### config.mk
export PLATFORM = sky130hd
export DESIGN_NAME = ascv_seq
export DESIGN_NICKNAME = d
export VERILOG_FILES = /design/src/ascv_pkg.sv /design/src/ascv_sync.sv /design/src/ascv_seq.sv
export SDC_FILE = /design/constraint.sdc
export NUM_CORES = 1
export LEC_CHECK = 0
export BUFFER_PORTS_ARGS = -buffer_cell sky130_fd_sc_hd__buf_2
export CAP_MARGIN = 40
export CORE_ASPECT_RATIO = 0.7
export CORE_UTILIZATION = 55
export CTS_BUF_LIST = sky130_fd_sc_hd__clkbuf_2
export CTS_CLUSTER_DIAMETER = 60
export DETAILED_ROUTE_END_ITERATION = 8
export GPL_TIMING_DRIVEN = 0
export PLACE_DENSITY = 0.77
export SYNTH_ARGS = -nofsm -noshare
export SYNTH_HDL_FRONTEND = slang
export SYNTH_HIERARCHICAL = 1
export SYNTH_SLANG_ARGS = --single-unit
### constraint.sdc
create_clock -name ref_clk -period 3.7 [get_ports ref_clk]
set_input_delay 0.185 -clock ref_clk [delete_from_list [all_inputs] [get_ports ref_clk]]
set_output_delay 0.185 -clock ref_clk [all_outputs]
set_load 0.02 [all_outputs]
### src/ascv_pkg.sv
// Constants, register map and types of the converter sequencer.
// Assumes a 100 MHz peripheral clock and a 16-bit register port.
//
// Notes on behaviour
// Each conversion outcome is a 10-bit value, right-justified in the result; with res_low set the code uses only the top 8 bits.
// Channel and reference selection reach the converter only once it is enabled.
// Writing one starts a conversion; start bit reads one while converting.
// In single mode hardware clears the start bit at completion.
// A channel change mid-conversion waits until that conversion ends.
// Completion of the whole sample or burst sets the result-ready flag.
// Interrupt requested only while result-ready flag and its enable are set; the code also raises irq for the window flag and its enable.
// With event start enabled, an incoming event edge sets the start bit.
// Free-running: software start first, then back-to-back conversions, each flagged.
// Prescaler counts only while enabled, held at zero otherwise.
// Prescaler held in reset when idle; conversion begins one clock after trigger.
// Conversion takes 13 converter cycles; sampling starts the conversion.
// Reading the result or writing one to the flag clears result-ready.
// Sampling lasts 2 plus sample delay plus sample length converter cycles.
// Free-running period is 13 plus sample delay plus sample length cycles.
// Up to 64 outcomes can be summed into one result.
// Optional pseudo-random variation of the inter-sample delay.
// Window compare flags results under, over, inside or outside thresholds.
// Software keeps the converter clock between 50 kHz and 1.5 MHz.
// Software configures everything first and sets enable last.
// Selections are locked during conversion, updated again in its last cycle.
// When accumulating, the window compare runs once after the last sample.
// A trigger during a running conversion is ignored.

`default_nettype none

package ascv_pkg;
    // Register offsets
    localparam logic [3:0] OFS_CTRL     = 4'h0;
    localparam logic [3:0] OFS_ACCUM    = 4'h1;
    localparam logic [3:0] OFS_CLKREF   = 4'h2;
    localparam logic [3:0] OFS_SDELAY   = 4'h3;
    localparam logic [3:0] OFS_SLEN     = 4'h4;
    localparam logic [3:0] OFS_CHAN     = 4'h5;
    localparam logic [3:0] OFS_CMD      = 4'h6;
    localparam logic [3:0] OFS_EVCTRL   = 4'h7;
    localparam logic [3:0] OFS_IRQEN    = 4'h8;
    localparam logic [3:0] OFS_FLAGS    = 4'h9;
    localparam logic [3:0] OFS_RESULT   = 4'ha;
    localparam logic [3:0] OFS_WINLO    = 4'hb;
    localparam logic [3:0] OFS_WINHI    = 4'hc;
    localparam logic [3:0] OFS_WINMODE  = 4'hd;
    // Field positions
    localparam int BIT_ENABLE  = 0;
    localparam int BIT_CONT    = 1;
    localparam int BIT_RESLOW  = 2;
    localparam int BIT_VARY    = 4;
    localparam int BIT_RESULT_READY_FLAG  = 0;
    localparam int BIT_WINDOW  = 1;
    localparam int POS_REF     = 4;
    // Reset values
    localparam logic [15:0] RST_REG  = 16'h0000;
    localparam logic [15:0] RST_WINHI = 16'hffff;
    // Timing in converter clock cycles; accumulation limit, prescaler minimum and LFSR seed
    localparam logic [6:0] CONV_BASE = 7'h0d;
    localparam logic [6:0] SAMP_BASE = 7'h02;
    localparam logic [2:0] ACC_MAX   = 3'h6;
    localparam logic [8:0] DIV_MIN   = 9'h002;
    localparam logic [3:0] LFSR_SEED = 4'h1;
    // Window compare modes
    localparam logic [2:0] WIN_OFF   = 3'h0;
    localparam logic [2:0] WIN_BELOW = 3'h1;
    localparam logic [2:0] WIN_ABOVE = 3'h2;
    localparam logic [2:0] WIN_IN    = 3'h3;
    localparam logic [2:0] WIN_OUT   = 3'h4;

    typedef enum logic [0:0] {
        ASCV_IDLE = 1'b0,
        ASCV_RUN  = 1'b1
    } ascv_state_type;
endpackage

`default_nettype wire

### src/ascv_sync.sv
// Two-stage synchroniser for signals from outside the clock domain.
// Assumes the source holds each value for several clock cycles.
`timescale 1ns/1ps
`default_nettype none

module ascv_sync #(
    parameter int W = 1                     // Width
) (
    input  wire logic         clk,          // Clock
    input  wire logic         arst_n,       // Async reset, active low
    input  wire logic [W-1:0] d,            // Asynchronous input
    output logic      [W-1:0] q             // Synchronised output
);
    logic [W-1:0] meta;

    // First stage feeds only the second
    always_ff @(posedge clk or negedge arst_n) begin
        if (!arst_n) begin
            meta <= '0;
            q    <= '0;
        end else begin
            meta <= d;
            q    <= meta;
        end
    end
endmodule // ascv_sync

`default_nettype wire

### src/ascv_seq.sv
// Conversion sequencer: start, timing, accumulation, window compare.
// Assumes an analog front end that presents a stable result word.
//
// Added by the designer: the placing of the registers and the strobed register port.
`timescale 1ns/1ps
`default_nettype none

module ascv_seq #(
    parameter int ADC_BITS = 10             // Converter resolution
) (
    input  wire logic        ref_clk,       // 100 MHz peripheral clock
    input  wire logic        arst_n,        // Async reset, active low
    input  wire logic [3:0]  addr,          // Register address
    input  wire logic [15:0] wdata,         // Write data
    input  wire logic        wr,            // Write strobe
    input  wire logic        rd,            // Read strobe
    output logic      [15:0] rdata,         // Read data, cycle after rd
    input  wire logic        event_in,      // Event network trigger
    input  wire logic [9:0]  adc_data,      // Front-end conversion word
    output logic             irq,           // Interrupt request
    output logic             adc_on,        // Converter powered
    output logic             sample_hold,   // Sampling window
    output logic      [4:0]  chan_out,      // Applied channel
    output logic      [1:0]  ref_out        // Applied reference
);
    //------------------------------------------------------------
    // Declarations
    //------------------------------------------------------------
    ascv_pkg::ascv_state_type st;
    logic        enable;
    logic        cont_mode;
    logic        res_low;
    logic [2:0]  acc_sel;
    logic [2:0]  div_sel;
    logic [1:0]  ref_sel;
    logic [3:0]  samp_dly;
    logic        vary_en;
    logic [4:0]  samp_len;
    logic [4:0]  chan_sel;
    logic        ev_en;
    logic [1:0]  irq_en;
    logic [1:0]  flags;
    logic        start;
    logic [15:0] result;
    logic [15:0] win_lo;
    logic [15:0] win_hi;
    logic [2:0]  win_mode;
    logic [8:0]  pcnt;
    logic [6:0]  cyc;
    logic [6:0]  nsamp;
    logic [15:0] acc;
    logic [3:0]  lfsr;
    logic        ev_q;
    logic        ev_d;
    logic [9:0]  data_q;
    logic [8:0]  fac;
    logic        tick;
    logic [4:0]  eff_dly;
    logic [6:0]  total;
    logic [6:0]  samp_time;
    logic [6:0]  need;
    logic        last_cyc;
    logic        done_last;
    logic [15:0] smp;
    logic [15:0] nres;
    logic        win_hit;
    logic        sw_start;
    logic        trig;
    logic        clr_rdy;

    //------------------------------------------------------------
    // Input synchronisers
    //------------------------------------------------------------
    ascv_sync #(.W(1)) u_ev_sync (
        .clk    (ref_clk),
        .arst_n (arst_n),
        .d      (event_in),
        .q      (ev_q)
    );

    ascv_sync #(.W(10)) u_data_sync (
        .clk    (ref_clk),
        .arst_n (arst_n),
        .d      (adc_data),
        .q      (data_q)
    );

    if (ADC_BITS != 10) begin : g_bad
        $error("ascv_seq supports only a 10-bit converter");
    end

    //------------------------------------------------------------
    // Register writes
    //------------------------------------------------------------
    // Configuration fields
    always_ff @(posedge ref_clk or negedge arst_n) begin
        if (!arst_n) begin
            enable    <= 1'b0;
            cont_mode <= 1'b0;
            res_low   <= 1'b0;
            acc_sel   <= 3'h0;
            div_sel   <= 3'h0;
            ref_sel   <= 2'h0;
            samp_dly  <= 4'h0;
            vary_en   <= 1'b0;
            samp_len  <= 5'h00;
            chan_sel  <= 5'h00;
            ev_en     <= 1'b0;
            irq_en    <= 2'h0;
            win_lo    <= ascv_pkg::RST_REG;
            win_hi    <= ascv_pkg::RST_WINHI;
            win_mode  <= ascv_pkg::WIN_OFF;
        end else if (wr) begin
            if (addr == ascv_pkg::OFS_CTRL) begin
                enable    <= wdata[ascv_pkg::BIT_ENABLE];
                cont_mode <= wdata[ascv_pkg::BIT_CONT];
                res_low   <= wdata[ascv_pkg::BIT_RESLOW];
            end else if (addr == ascv_pkg::OFS_ACCUM) begin
                acc_sel <= (wdata[2:0] > ascv_pkg::ACC_MAX) ? ascv_pkg::ACC_MAX : wdata[2:0];
            end else if (addr == ascv_pkg::OFS_CLKREF) begin
                div_sel <= wdata[2:0];
                ref_sel <= wdata[ascv_pkg::POS_REF +: 2];
            end else if (addr == ascv_pkg::OFS_SDELAY) begin
                samp_dly <= wdata[3:0];
                vary_en  <= wdata[ascv_pkg::BIT_VARY];
            end else if (addr == ascv_pkg::OFS_SLEN) begin
                samp_len <= wdata[4:0];
            end else if (addr == ascv_pkg::OFS_CHAN) begin
                chan_sel <= wdata[4:0];
            end else if (addr == ascv_pkg::OFS_EVCTRL) begin
                ev_en <= wdata[0];
            end else if (addr == ascv_pkg::OFS_IRQEN) begin
                irq_en <= wdata[1:0];
            end else if (addr == ascv_pkg::OFS_WINLO) begin
                win_lo <= wdata;
            end else if (addr == ascv_pkg::OFS_WINHI) begin
                win_hi <= wdata;
            end else if (addr == ascv_pkg::OFS_WINMODE) begin
                win_mode <= wdata[2:0];
            end
        end
    end

    //------------------------------------------------------------
    // Triggers and timing terms
    //------------------------------------------------------------
    // Software start, event edge, clock tick and sample length
    always_comb begin
        sw_start  = wr && addr == ascv_pkg::OFS_CMD && wdata[0];
        trig      = enable && (sw_start || (ev_en && ev_q && !ev_d));
        fac       = ascv_pkg::DIV_MIN << div_sel;
        tick      = st == ascv_pkg::ASCV_RUN && pcnt == (fac >> 1);
        eff_dly   = {1'b0, samp_dly} + {3'b000, vary_en ? lfsr[1:0] : 2'b00};
        samp_time = ascv_pkg::SAMP_BASE + {2'b00, eff_dly} + {2'b00, samp_len};
        total     = ascv_pkg::CONV_BASE + {2'b00, eff_dly} + {2'b00, samp_len};
        need      = 7'h01 << acc_sel;
        last_cyc  = tick && cyc == total - 7'h01;
        done_last = last_cyc && nsamp == need - 7'h01;
        smp       = res_low ? {8'h00, data_q[9:2]} : {6'h00, data_q};
        nres      = acc + smp;
        clr_rdy   = (wr && addr == ascv_pkg::OFS_FLAGS && wdata[ascv_pkg::BIT_RESULT_READY_FLAG])
                  || (rd && addr == ascv_pkg::OFS_RESULT);
    end

    // Window compare on the finished result
    always_comb begin
        case (win_mode)
            ascv_pkg::WIN_BELOW: win_hit = nres < win_lo;
            ascv_pkg::WIN_ABOVE: win_hit = nres > win_hi;
            ascv_pkg::WIN_IN:    win_hit = nres > win_lo && nres < win_hi;
            ascv_pkg::WIN_OUT:   win_hit = nres < win_lo || nres > win_hi;
            default:             win_hit = 1'b0;
        endcase
    end

    // Event edge history
    always_ff @(posedge ref_clk or negedge arst_n) begin
        if (!arst_n) begin
            ev_d <= 1'b0;
        end else begin
            ev_d <= ev_q;
        end
    end

    //------------------------------------------------------------
    // Start bit and state
    //------------------------------------------------------------
    // Start bit: set by trigger, cleared at single completion
    always_ff @(posedge ref_clk or negedge arst_n) begin
        if (!arst_n) begin
            start <= 1'b0;
        end else if (!enable) begin
            start <= 1'b0;
        end else if (trig && !start) begin
            start <= 1'b1;
        end else if (done_last && !cont_mode) begin
            start <= 1'b0;
        end
    end

    // Idle or converting; a trigger while running is dropped
    always_ff @(posedge ref_clk or negedge arst_n) begin
        if (!arst_n) begin
            st <= ascv_pkg::ASCV_IDLE;
        end else begin
            case (st)
                ascv_pkg::ASCV_IDLE: begin
                    if (trig && !start) begin
                        st <= ascv_pkg::ASCV_RUN;
                    end
                end
                ascv_pkg::ASCV_RUN: begin
                    if (!enable) begin
                        st <= ascv_pkg::ASCV_IDLE;
                    end else if (done_last && !cont_mode) begin
                        st <= ascv_pkg::ASCV_IDLE;
                    end
                end
                default: st <= ascv_pkg::ASCV_IDLE;
            endcase
        end
    end

    //------------------------------------------------------------
    // Prescaler and converter cycle counters
    //------------------------------------------------------------
    // Prescaler, held at zero while idle or disabled
    always_ff @(posedge ref_clk or negedge arst_n) begin
        if (!arst_n) begin
            pcnt <= 9'h000;
        end else if (!enable || st == ascv_pkg::ASCV_IDLE) begin
            pcnt <= 9'h000;
        end else if (pcnt == fac - 9'h001) begin
            pcnt <= 9'h000;
        end else begin
            pcnt <= pcnt + 9'h001;
        end
    end

    // Converter cycle within one sample
    always_ff @(posedge ref_clk or negedge arst_n) begin
        if (!arst_n) begin
            cyc <= 7'h00;
        end else if (st == ascv_pkg::ASCV_IDLE) begin
            cyc <= 7'h00;
        end else if (tick) begin
            cyc <= last_cyc ? 7'h00 : cyc + 7'h01;
        end
    end

    // Sample count within a burst and delay variation
    always_ff @(posedge ref_clk or negedge arst_n) begin
        if (!arst_n) begin
            nsamp <= 7'h00;
            lfsr  <= ascv_pkg::LFSR_SEED;
        end else if (st == ascv_pkg::ASCV_IDLE) begin
            nsamp <= 7'h00;
        end else if (last_cyc) begin
            nsamp <= done_last ? 7'h00 : nsamp + 7'h01;
            lfsr  <= {lfsr[2:0], lfsr[3] ^ lfsr[2]};
        end
    end

    //------------------------------------------------------------
    // Accumulation, result and flags
    //------------------------------------------------------------
    // Sum the burst, publish at its end
    always_ff @(posedge ref_clk or negedge arst_n) begin
        if (!arst_n) begin
            acc    <= ascv_pkg::RST_REG;
            result <= ascv_pkg::RST_REG;
        end else if (st == ascv_pkg::ASCV_IDLE) begin
            acc <= ascv_pkg::RST_REG;
        end else if (done_last) begin
            acc    <= ascv_pkg::RST_REG;
            result <= nres;
        end else if (last_cyc) begin
            acc <= nres;
        end
    end

    // Sticky flags; a set beats a clear in the same cycle
    always_ff @(posedge ref_clk or negedge arst_n) begin
        if (!arst_n) begin
            flags <= 2'h0;
        end else begin
            flags[ascv_pkg::BIT_RESULT_READY_FLAG] <= done_last
                || (flags[ascv_pkg::BIT_RESULT_READY_FLAG] && !clr_rdy);
            flags[ascv_pkg::BIT_WINDOW] <= (done_last && win_hit)
                || (flags[ascv_pkg::BIT_WINDOW]
                && !(wr && addr == ascv_pkg::OFS_FLAGS
                && wdata[ascv_pkg::BIT_WINDOW]));
        end
    end

    //------------------------------------------------------------
    // Outputs
    //------------------------------------------------------------
    // Interrupt, sampling window, locked selections
    always_ff @(posedge ref_clk or negedge arst_n) begin
        if (!arst_n) begin
            irq         <= 1'b0;
            adc_on      <= 1'b0;
            sample_hold <= 1'b0;
            chan_out    <= 5'h00;
            ref_out     <= 2'h0;
        end else begin
            irq         <= |(flags & irq_en);
            adc_on      <= enable;
            sample_hold <= st == ascv_pkg::ASCV_RUN && cyc < samp_time;
            if (enable && (st == ascv_pkg::ASCV_IDLE || last_cyc)) begin
                chan_out <= chan_sel;
                ref_out  <= ref_sel;
            end
        end
    end

    // Read data, one cycle after the strobe
    always_ff @(posedge ref_clk or negedge arst_n) begin
        if (!arst_n) begin
            rdata <= ascv_pkg::RST_REG;
        end else if (!rd) begin
            rdata <= ascv_pkg::RST_REG;
        end else if (addr == ascv_pkg::OFS_CTRL) begin
            rdata <= {13'h0000, res_low, cont_mode, enable};
        end else if (addr == ascv_pkg::OFS_ACCUM) begin
            rdata <= {13'h0000, acc_sel};
        end else if (addr == ascv_pkg::OFS_CLKREF) begin
            rdata <= {10'h000, ref_sel, 1'b0, div_sel};
        end else if (addr == ascv_pkg::OFS_SDELAY) begin
            rdata <= {11'h000, vary_en, samp_dly};
        end else if (addr == ascv_pkg::OFS_SLEN) begin
            rdata <= {11'h000, samp_len};
        end else if (addr == ascv_pkg::OFS_CHAN) begin
            rdata <= {11'h000, chan_sel};
        end else if (addr == ascv_pkg::OFS_CMD) begin
            rdata <= {15'h0000, start};
        end else if (addr == ascv_pkg::OFS_EVCTRL) begin
            rdata <= {15'h0000, ev_en};
        end else if (addr == ascv_pkg::OFS_IRQEN) begin
            rdata <= {14'h0000, irq_en};
        end else if (addr == ascv_pkg::OFS_FLAGS) begin
            rdata <= {14'h0000, flags};
        end else if (addr == ascv_pkg::OFS_RESULT) begin
            rdata <= result;
        end else if (addr == ascv_pkg::OFS_WINLO) begin
            rdata <= win_lo;
        end else if (addr == ascv_pkg::OFS_WINHI) begin
            rdata <= win_hi;
        end else if (addr == ascv_pkg::OFS_WINMODE) begin
            rdata <= {13'h0000, win_mode};
        end else begin
            rdata <= ascv_pkg::RST_REG;
        end
    end
endmodule // ascv_seq

`default_nettype wire

## Word level (Yosys, flattened, before mapping)

Index checks and enable logic that the tools add are counted.

- Flip-flop bits (word level): 176
- Latch bits: 0
- Memory bits (writable): 0
- Memory bits (read-only): 0
- Input port bits: 35
- Output and inout port bits: 26
- Word-level logic and storage cells: 178
- Memories: 0

- $add $sub $neg: 12
- $mul: 0
- Div/mod/pow operators: 0
- Order comparisons: 6
- Equal/unequal tests: 25
- Shift-type cells: 2
- Muxes and demuxes: 37
- Bitwise logic cells: 13
- Reductions and logical operators: 48

Operators by type and width:

| kind | number |
|---|---|
| two-way mux 16 bit | 17 |
| two-way mux 7 bit | 6 |
| > comparator 16 bit | 2 |
| less-than comparator 16 bit | 2 |
| == test 4 bit, second input constant | 6 |
| logical AND 1 bit | 20 |
| two-way mux 9 bit | 2 |
| adder 16 x 10 -> 16 bit | 1 |
| == test 4 x 3 -> 1 bit, second input constant | 4 |
| adder 6 x 5 -> 7 bit | 2 |
| adder 7 x 1 -> 7 bit, second input constant | 2 |
| == test 7 bit | 2 |
| subtractor 7 x 1 -> 7 bit, second input constant | 2 |
| AND reduction 12 bit | 1 |
| inverter 1 bit | 11 |
| AND reduction 11 bit | 1 |
| two-way mux 10 bit | 1 |
| AND reduction 10 bit | 1 |
| adder 9 x 1 -> 9 bit, second input constant | 1 |
| == test 9 x 8 -> 1 bit | 1 |
| == test 9 bit | 1 |
| AND reduction 9 bit | 1 |
| << shifter 2 x 3 -> 9 bit, first input constant | 1 |
| subtractor 9 x 1 -> 9 bit, second input constant | 1 |
| other kinds (31) | 54 |

## Longest topological paths before layout

- Word-level depth: 16
- Mapped depth: 18
- Mapped depth without buffers: 17

## Modules after synthesis

Netlist, hierarchy kept.

By module, submodules not included:

| module | instances | cells each | area each (um^2) | seq. area each (um^2) |
|---|---|---|---|---|
| ascv_seq | 1 | 947 | 9437.8 | 3875.0 |
| ascv_sync at u_data_sync | 1 | 20 | 500.5 | 500.5 |
| ascv_sync at u_ev_sync | 1 | 2 | 50.0 | 50.0 |

## Worst setup path before layout

OpenSTA, ideal clock, no wires.

- Path type: register to register
- From: register vary_en
- To: register chan_out[0]
- Library setup time: 125 ps
- Arrival: 3794 ps
- Required time: 3575 ps
- Slack: -219 ps
- Stages on the path, launching flop included: 16
- Buffers on the path: 1
- Period minus slack after synthesis: 3919 ps
- Cells stage by stage: dfrtp_1 and2_1 ha_1 fa_1 xor2_1 inv_1 ha_1 fa_1 xnor2_1 xnor2_1 nand4_1 nor4b_2 a31oi_4 nand2b_4 buf_6 mux2_4

- Cells in the longest elaborated chain, start to end: 9

RTL lines:

| what | line | text |
|---|---|---|
| from (decl) | ascv_seq.sv:37 | `logic vary_en;` |
| from (signal assigned) | ascv_seq.sv:125 | `vary_en <= wdata[ascv_pkg::BIT_VARY];` |
| two-way mux 2 bit | ascv_seq.sv:153 | `eff_dly = {1'b0, samp_dly} + {3'b000, vary_en ? lfsr[1:0] : 2'b00};` |
| adder 4 x 2 -> 5 bit | ascv_seq.sv:153 |  |
| adder 4 x 5 -> 6 bit | ascv_seq.sv:155 | `total = ascv_pkg::CONV_BASE + {2'b00, eff_dly} + {2'b00, samp_len};` |
| adder 6 x 5 -> 7 bit | ascv_seq.sv:155 |  |
| subtractor 7 x 1 -> 7 bit | ascv_seq.sv:157 | `last_cyc = tick && cyc == total - 7'h01;` |
| == test 7 bit | ascv_seq.sv:157 |  |
| logical AND 1 bit | ascv_seq.sv:157 |  |
| logical OR 1 bit | ascv_seq.sv:311 | `if (enable && (st == ascv_pkg::ASCV_IDLE \|\| last_cyc)) begin` |
| logical AND 1 bit | ascv_seq.sv:311 |  |
| to (signal assigned) | ascv_seq.sv:312 | `chan_out <= chan_sel;` |
| to (decl) | ascv_seq.sv:23 | `output logic [4:0] chan_out,` |

No other way between the ends.
A chain may end at the register's enable or synchronous reset.

## Final worst setup path

- From: register vary_en
- To: register acc[10]

- Cells in the longest elaborated chain, start to end: 10
- Elaborated cells between the ends (all ways): 11
- Classes of those cells: add/sub: 4; eq/ne: 2; mux: 3; reduce/logical: 2

RTL lines:

| what | line | text |
|---|---|---|
| two-way mux 2 bit * | ascv_seq.sv:153 |  |
| adder 4 x 2 -> 5 bit * | ascv_seq.sv:153 |  |
| adder 4 x 5 -> 6 bit * | ascv_seq.sv:155 |  |
| adder 6 x 5 -> 7 bit * | ascv_seq.sv:155 |  |
| subtractor 7 x 1 -> 7 bit * | ascv_seq.sv:157 |  |
| == test 7 bit * | ascv_seq.sv:157 |  |
| logical AND 1 bit * | ascv_seq.sv:157 |  |
| logical AND 1 bit | ascv_seq.sv:158 | `done_last = last_cyc && nsamp == need - 7'h01;` |
| two-way mux 16 bit | ascv_seq.sv:274 | `end else if (done_last) begin` |
| two-way mux 16 bit | ascv_seq.sv:272 | `end else if (st == ascv_pkg::ASCV_IDLE) begin` |
| to (signal assigned) | ascv_seq.sv:273 | `acc <= ascv_pkg::RST_REG;` |
| to (signal assigned) | ascv_seq.sv:275 | `acc <= ascv_pkg::RST_REG;` |
| to (signal assigned) | ascv_seq.sv:278 | `acc <= nres;` |
| to (decl) | ascv_seq.sv:51 | `logic [15:0] acc;` |

Mark *: on every way between the ends. The rest lies on a longest branch, timed or not.

==> results list <==
- From synthesis to final layout, the design area changed by 20.26%.
- Core footprint: 17470 um^2
- For this configuration, the core starts out at a cell density of 57.18%.
- At the worst endpoint, the required time is 4.43 ns.
- Number of port buffers: 57
* H-tree lvl count: 4
* Top cell types by occurrence after synthesis: sky130_fd_sc_hd__dfrtp_1, sky130_fd_sc_hd__nand2_1, sky130_fd_sc_hd__ha_1, sky130_fd_sc_hd__mux2_2, sky130_fd_sc_hd__inv_1
- The die is 114.8 um tall.
- Power density over cell area: 434.4 nW/um^2
- The first detailed-routing pass took 8 iterations.
* Most frequently used cell type in the post-synthesis netlist: sky130_fd_sc_hd__dfrtp_1
- Between clock sinks in the finished design, the worst skew comes to around 0.032 ns.
* Count of fill cells added during filler insertion: 1260
- After synthesis, the mean cell area works out to 10.31 um^2.
- TritonCTS built the clock tree.
- Antenna cell count: 0
- The path class of the tightest hold or removal check is primary input to register.
- Wire length of the first global-routing pass: 41.83 mm
- The final max-slew violation count is 0.
* Peak clock frequency supported by timing: between 0.2 and 0.25 GHz
- Antenna violation net count after detailed routing: 0
* Final Hold Fails: 0
- The floorplan step defined a die boundary enclosing 18710 um^2.
* DR iter-0 viols: 844
* Count of standard-cell rows: 40
- Yosys attributes the largest share of cell area to sky130_fd_sc_hd__dfrtp_1, sky130_fd_sc_hd__ha_1, sky130_fd_sc_hd__mux2_2.
- Summing all non-filler instances in the final layout gives an area of 12010 um^2.
- Routed len/inst: ~19 um
- Entering global routing, the biggest net connects between 90 and 100 pins.
* Clock edge transition at the registers on the reported setup and hold paths: roughly 0.27 ns
- Final standard cell utilization of the core: 68.77%
- At the end of the flow, the number of nets in the layout was 1229.
* Max VDD drop: 0.3049 mV
* Storage cell area: between 4000 and 5000 um^2
- Summed over all layers, the global routing overflow is 0.
- Total via count after detailed routing: 8132
* Remaining routing DRC violations: 1
- After layout, the worst path uses 110.6% of the clock period.
- The initial antenna violation count is 0.
* Fraction of synthesized cell area taken by the top area cell type: 39.83%
* All-Layer GR Usage: just under 30%
- The worst path in the final design needs a cycle of a little over 4 ns, including I/O delays and setup.
* Post-layout worst setup margin: -0.3912 ns
- Net switching is a little over a third of the power.
- Among all flip-flop cells after synthesis, the most frequent one is sky130_fd_sc_hd__dfrtp_1.
* Hold slack: 0.06325 ns
- Summed over all nets, the switching power comes to 1.901 mW.
* Portion of total power attributed to sequential cells: 45.5%
- Detailed placement ended at an HPWL of 18.27 mm.
- Worst-Margin Slew: 0.8713 ns
* Number of enable flip-flop cells after synthesis: 0
- After detailed routing, the number of vias per cell comes to 5.962.
* Critical Path AT: 4.82 ns
- The worst setup path is of the register to register kind.
- Dominant cell type by area after synthesis: sky130_fd_sc_hd__dfrtp_1
- The share of the Yosys chip area taken by registers is 44.31%.
- The clock net in this run drives a total of 176 sinks.
- Placed inst area: 10680 um^2
- Max Fanout on Critical Path: 4
- For the final routed database, the setup TNS stands at -16.60 ns.
- Library cells used by synthesis: 77
- Setup violations remaining at the end of the flow were counted as 61.
- Yosys printed 6 warnings.
* Comb power frac: 34.2%
- Internal power: 3.317 mW
- In this run, CTS created clock tree buffers numbering 17.
- For the worst-skew pair, the clock arrives at the later sink with an insertion delay of between 0.7 and 0.8 ns.
- Netlist Area Pre-Place: between 9000 and 10000 um^2
- Async set-or-reset flop fraction in the synthesized netlist: 100.0%
- Clock tree root buffer cell: sky130_fd_sc_hd__clkbuf_2
- Result of the run: finished, violations left
- The final layout contains routed wiring with a total length of 26.53 mm.
* Share of post-route cells with drive strength above 1: 26.83%
- The cell count after synthesis came out at approximately 970.
* Nature of the critical path endpoint: register
- Violated checks: design-rule violations, negative setup slack
* Placer's final routability congestion estimate: between 0.9 and 1
* Count of placed standard cells in the final layout, fillers left out: between 1000 and 1500
- The multi-input combinational cells in the finished layout cover a total of roughly 5500 um^2.
- Vias in the first global route: 7967
* Cell Count Post-Placement: 1260
* Leakage: 5.573 nW
- Max-cap violations in this run came to 0.
- Counting flops and latches in the post-synthesis netlist gives 176.
- Measured against its own limit, the worst slew margin works out to between 40% and 50%.
* Total I/O pin count: 61
- RSZ-0062 raised after global routing: true
- Worst-case clock buffer depth: 2
- The die is 163.1 um wide.
- The worst setup path is launched from a register.
- Clock power share: 20.3%
- The number of nets handed over by synthesis was 1078.
==> metal layers <==
metal  vias up  global-route usage (%)  share of wire, %
met2       335                   43.43                43
met5         -                       0                 0
met4         0                   6.355               1.2
met1      4004                   42.60                46
met3        30                   8.189               9.1
li1       3763                       -                 -
==> sequential cells by signal (all words and copies together), names as in the netlist, 5 cells and up <==
name and count:
acc 16, chan_out 5, chan_sel 5, cyc 7, nsamp 7, pcnt 9
rdata 16, result 16, samp_len 5, u_data_sync/meta 10, u_data_sync/q 10, win_hi 16
win_lo 16
==> power groups by stage <==
stage,Sequential (mW),Combinational (mW),Clock (mW)
after floorplan,2.39,1.14,0
after global placement,2.38,1.54,0
after detailed placement,2.40,1.61,0
after CTS,2.36,1.69,1.07
after global routing,2.40,1.97,1.15
final,2.37,1.78,1.06
==> layout by cell type (no fill, tap or decap), drive strengths merged, types with 8 or more instances in the layout <==
cell / netlist / routed
o21ai: 63 / 63
clkbuf: 31 / 49
ha: 70 / 70
nor2: 57 / 57
a22o: 11 / 11
and2: 8 / 8
mux2: 77 / 77
dlygate4sd3: 0 / 45
xor2: 17 / 17
a21oi: 46 / 46
a21o: 17 / 17
nand4: 12 / 12
o21a: 10 / 10
nand2: 80 / 80
buf: 12 / 99
o211ai: 9 / 9
nand3: 23 / 23
nand2b: 13 / 13
a222oi: 10 / 10
xnor2: 24 / 24
inv: 67 / 73
dfrtp: 159 / 159
nor2b: 17 / 17
dfstp: 17 / 17
a31oi: 8 / 8
and3: 11 / 11
mux2i: 10 / 10
nor3: 12 / 12
==> area by class of cell <==
type	count	area share [%]
timing repair buffer	133	8.865
buffer	42	1.792
inverter	67	2.094
clock buffer	18	0.7500
clock inverter	14	1.292
multi-input combinational	683	45.96
sequential	176	36.84
tap	231	2.406
==> logic make-up after synthesis <==
| group | after synthesis | share of synthesized area (%) |
|---|---|---|
| compound gates | 220 | 14.84 |
| xor+xnor | 41 | 3.595 |
| mux | 88 | 10.17 |
| fa+ha+maj | 74 | 9.570 |
| flops | 176 | 44.31 |
| buf+inv | 110 | 4.372 |
| simple gates | 260 | 13.14 |
==> metrics by stage <==
stage	power (mW)	setup WS [ns]
after CTS	5.126	-0.3344
after global routing	5.521	-0.5157
after global placement	3.929	-0.5432
final	5.218	-0.3912
after floorplan	3.530	-0.03209
after detailed placement	4.006	-0.5793
==> worst paths after layout <==
path	start	end	slack, ns	depth (start not counted)
max	vary_en$_DFFE_PN0P_	acc[10]$_DFFE_PN0P_	-0.39	19
min in group asynchronous	arst_n	win_hi[1]$_DFFE_PN1P_	0.47	3
min	event_in	u_ev_sync/meta$_DFF_PN0_	0.06	2
min reg2reg	u_data_sync/meta[7]$_DFF_PN0_	u_data_sync/q[7]$_DFF_PN0_	0.36	0
max reg2reg	vary_en$_DFFE_PN0P_	acc[10]$_DFFE_PN0P_	-0.39	19
max in group asynchronous	arst_n	lfsr[0]$_DFFE_PN1P_	2.70	4
==> timing repair <==
action / CTS / global route
gates resized for setup: 33 / 62
pin swaps: 12 / 21
hold buffers: 46 / 0
hold endpoints to repair: 247 / 0
gates cloned: 0 / 2
setup endpoints to repair: 61 / 62
setup buffers: 11 / 14
==> worst max-delay path, cell delays in order (launching register included) <==
cell	delay [ns]
sky130_fd_sc_hd__dfrtp_1	0.45
sky130_fd_sc_hd__and2_4	0.15
sky130_fd_sc_hd__ha_4	0.16
sky130_fd_sc_hd__fa_1	0.45
sky130_fd_sc_hd__xor2_2	0.23
sky130_fd_sc_hd__inv_1	0.10
sky130_fd_sc_hd__ha_4	0.32
sky130_fd_sc_hd__inv_1	0.05
sky130_fd_sc_hd__ha_1	0.28
sky130_fd_sc_hd__a21o_1	0.20
sky130_fd_sc_hd__a21oi_2	0.20
sky130_fd_sc_hd__xnor2_1	0.15
sky130_fd_sc_hd__nor4b_4	0.29
sky130_fd_sc_hd__buf_4	0.19
sky130_fd_sc_hd__buf_4	0.13
sky130_fd_sc_hd__nand4b_1	0.14
sky130_fd_sc_hd__buf_6	0.20
sky130_fd_sc_hd__buf_4	0.15
sky130_fd_sc_hd__a21o_1	0.14
sky130_fd_sc_hd__o21ai_0	0.06
No activity file was read; power rests on OpenSTA's default activity.
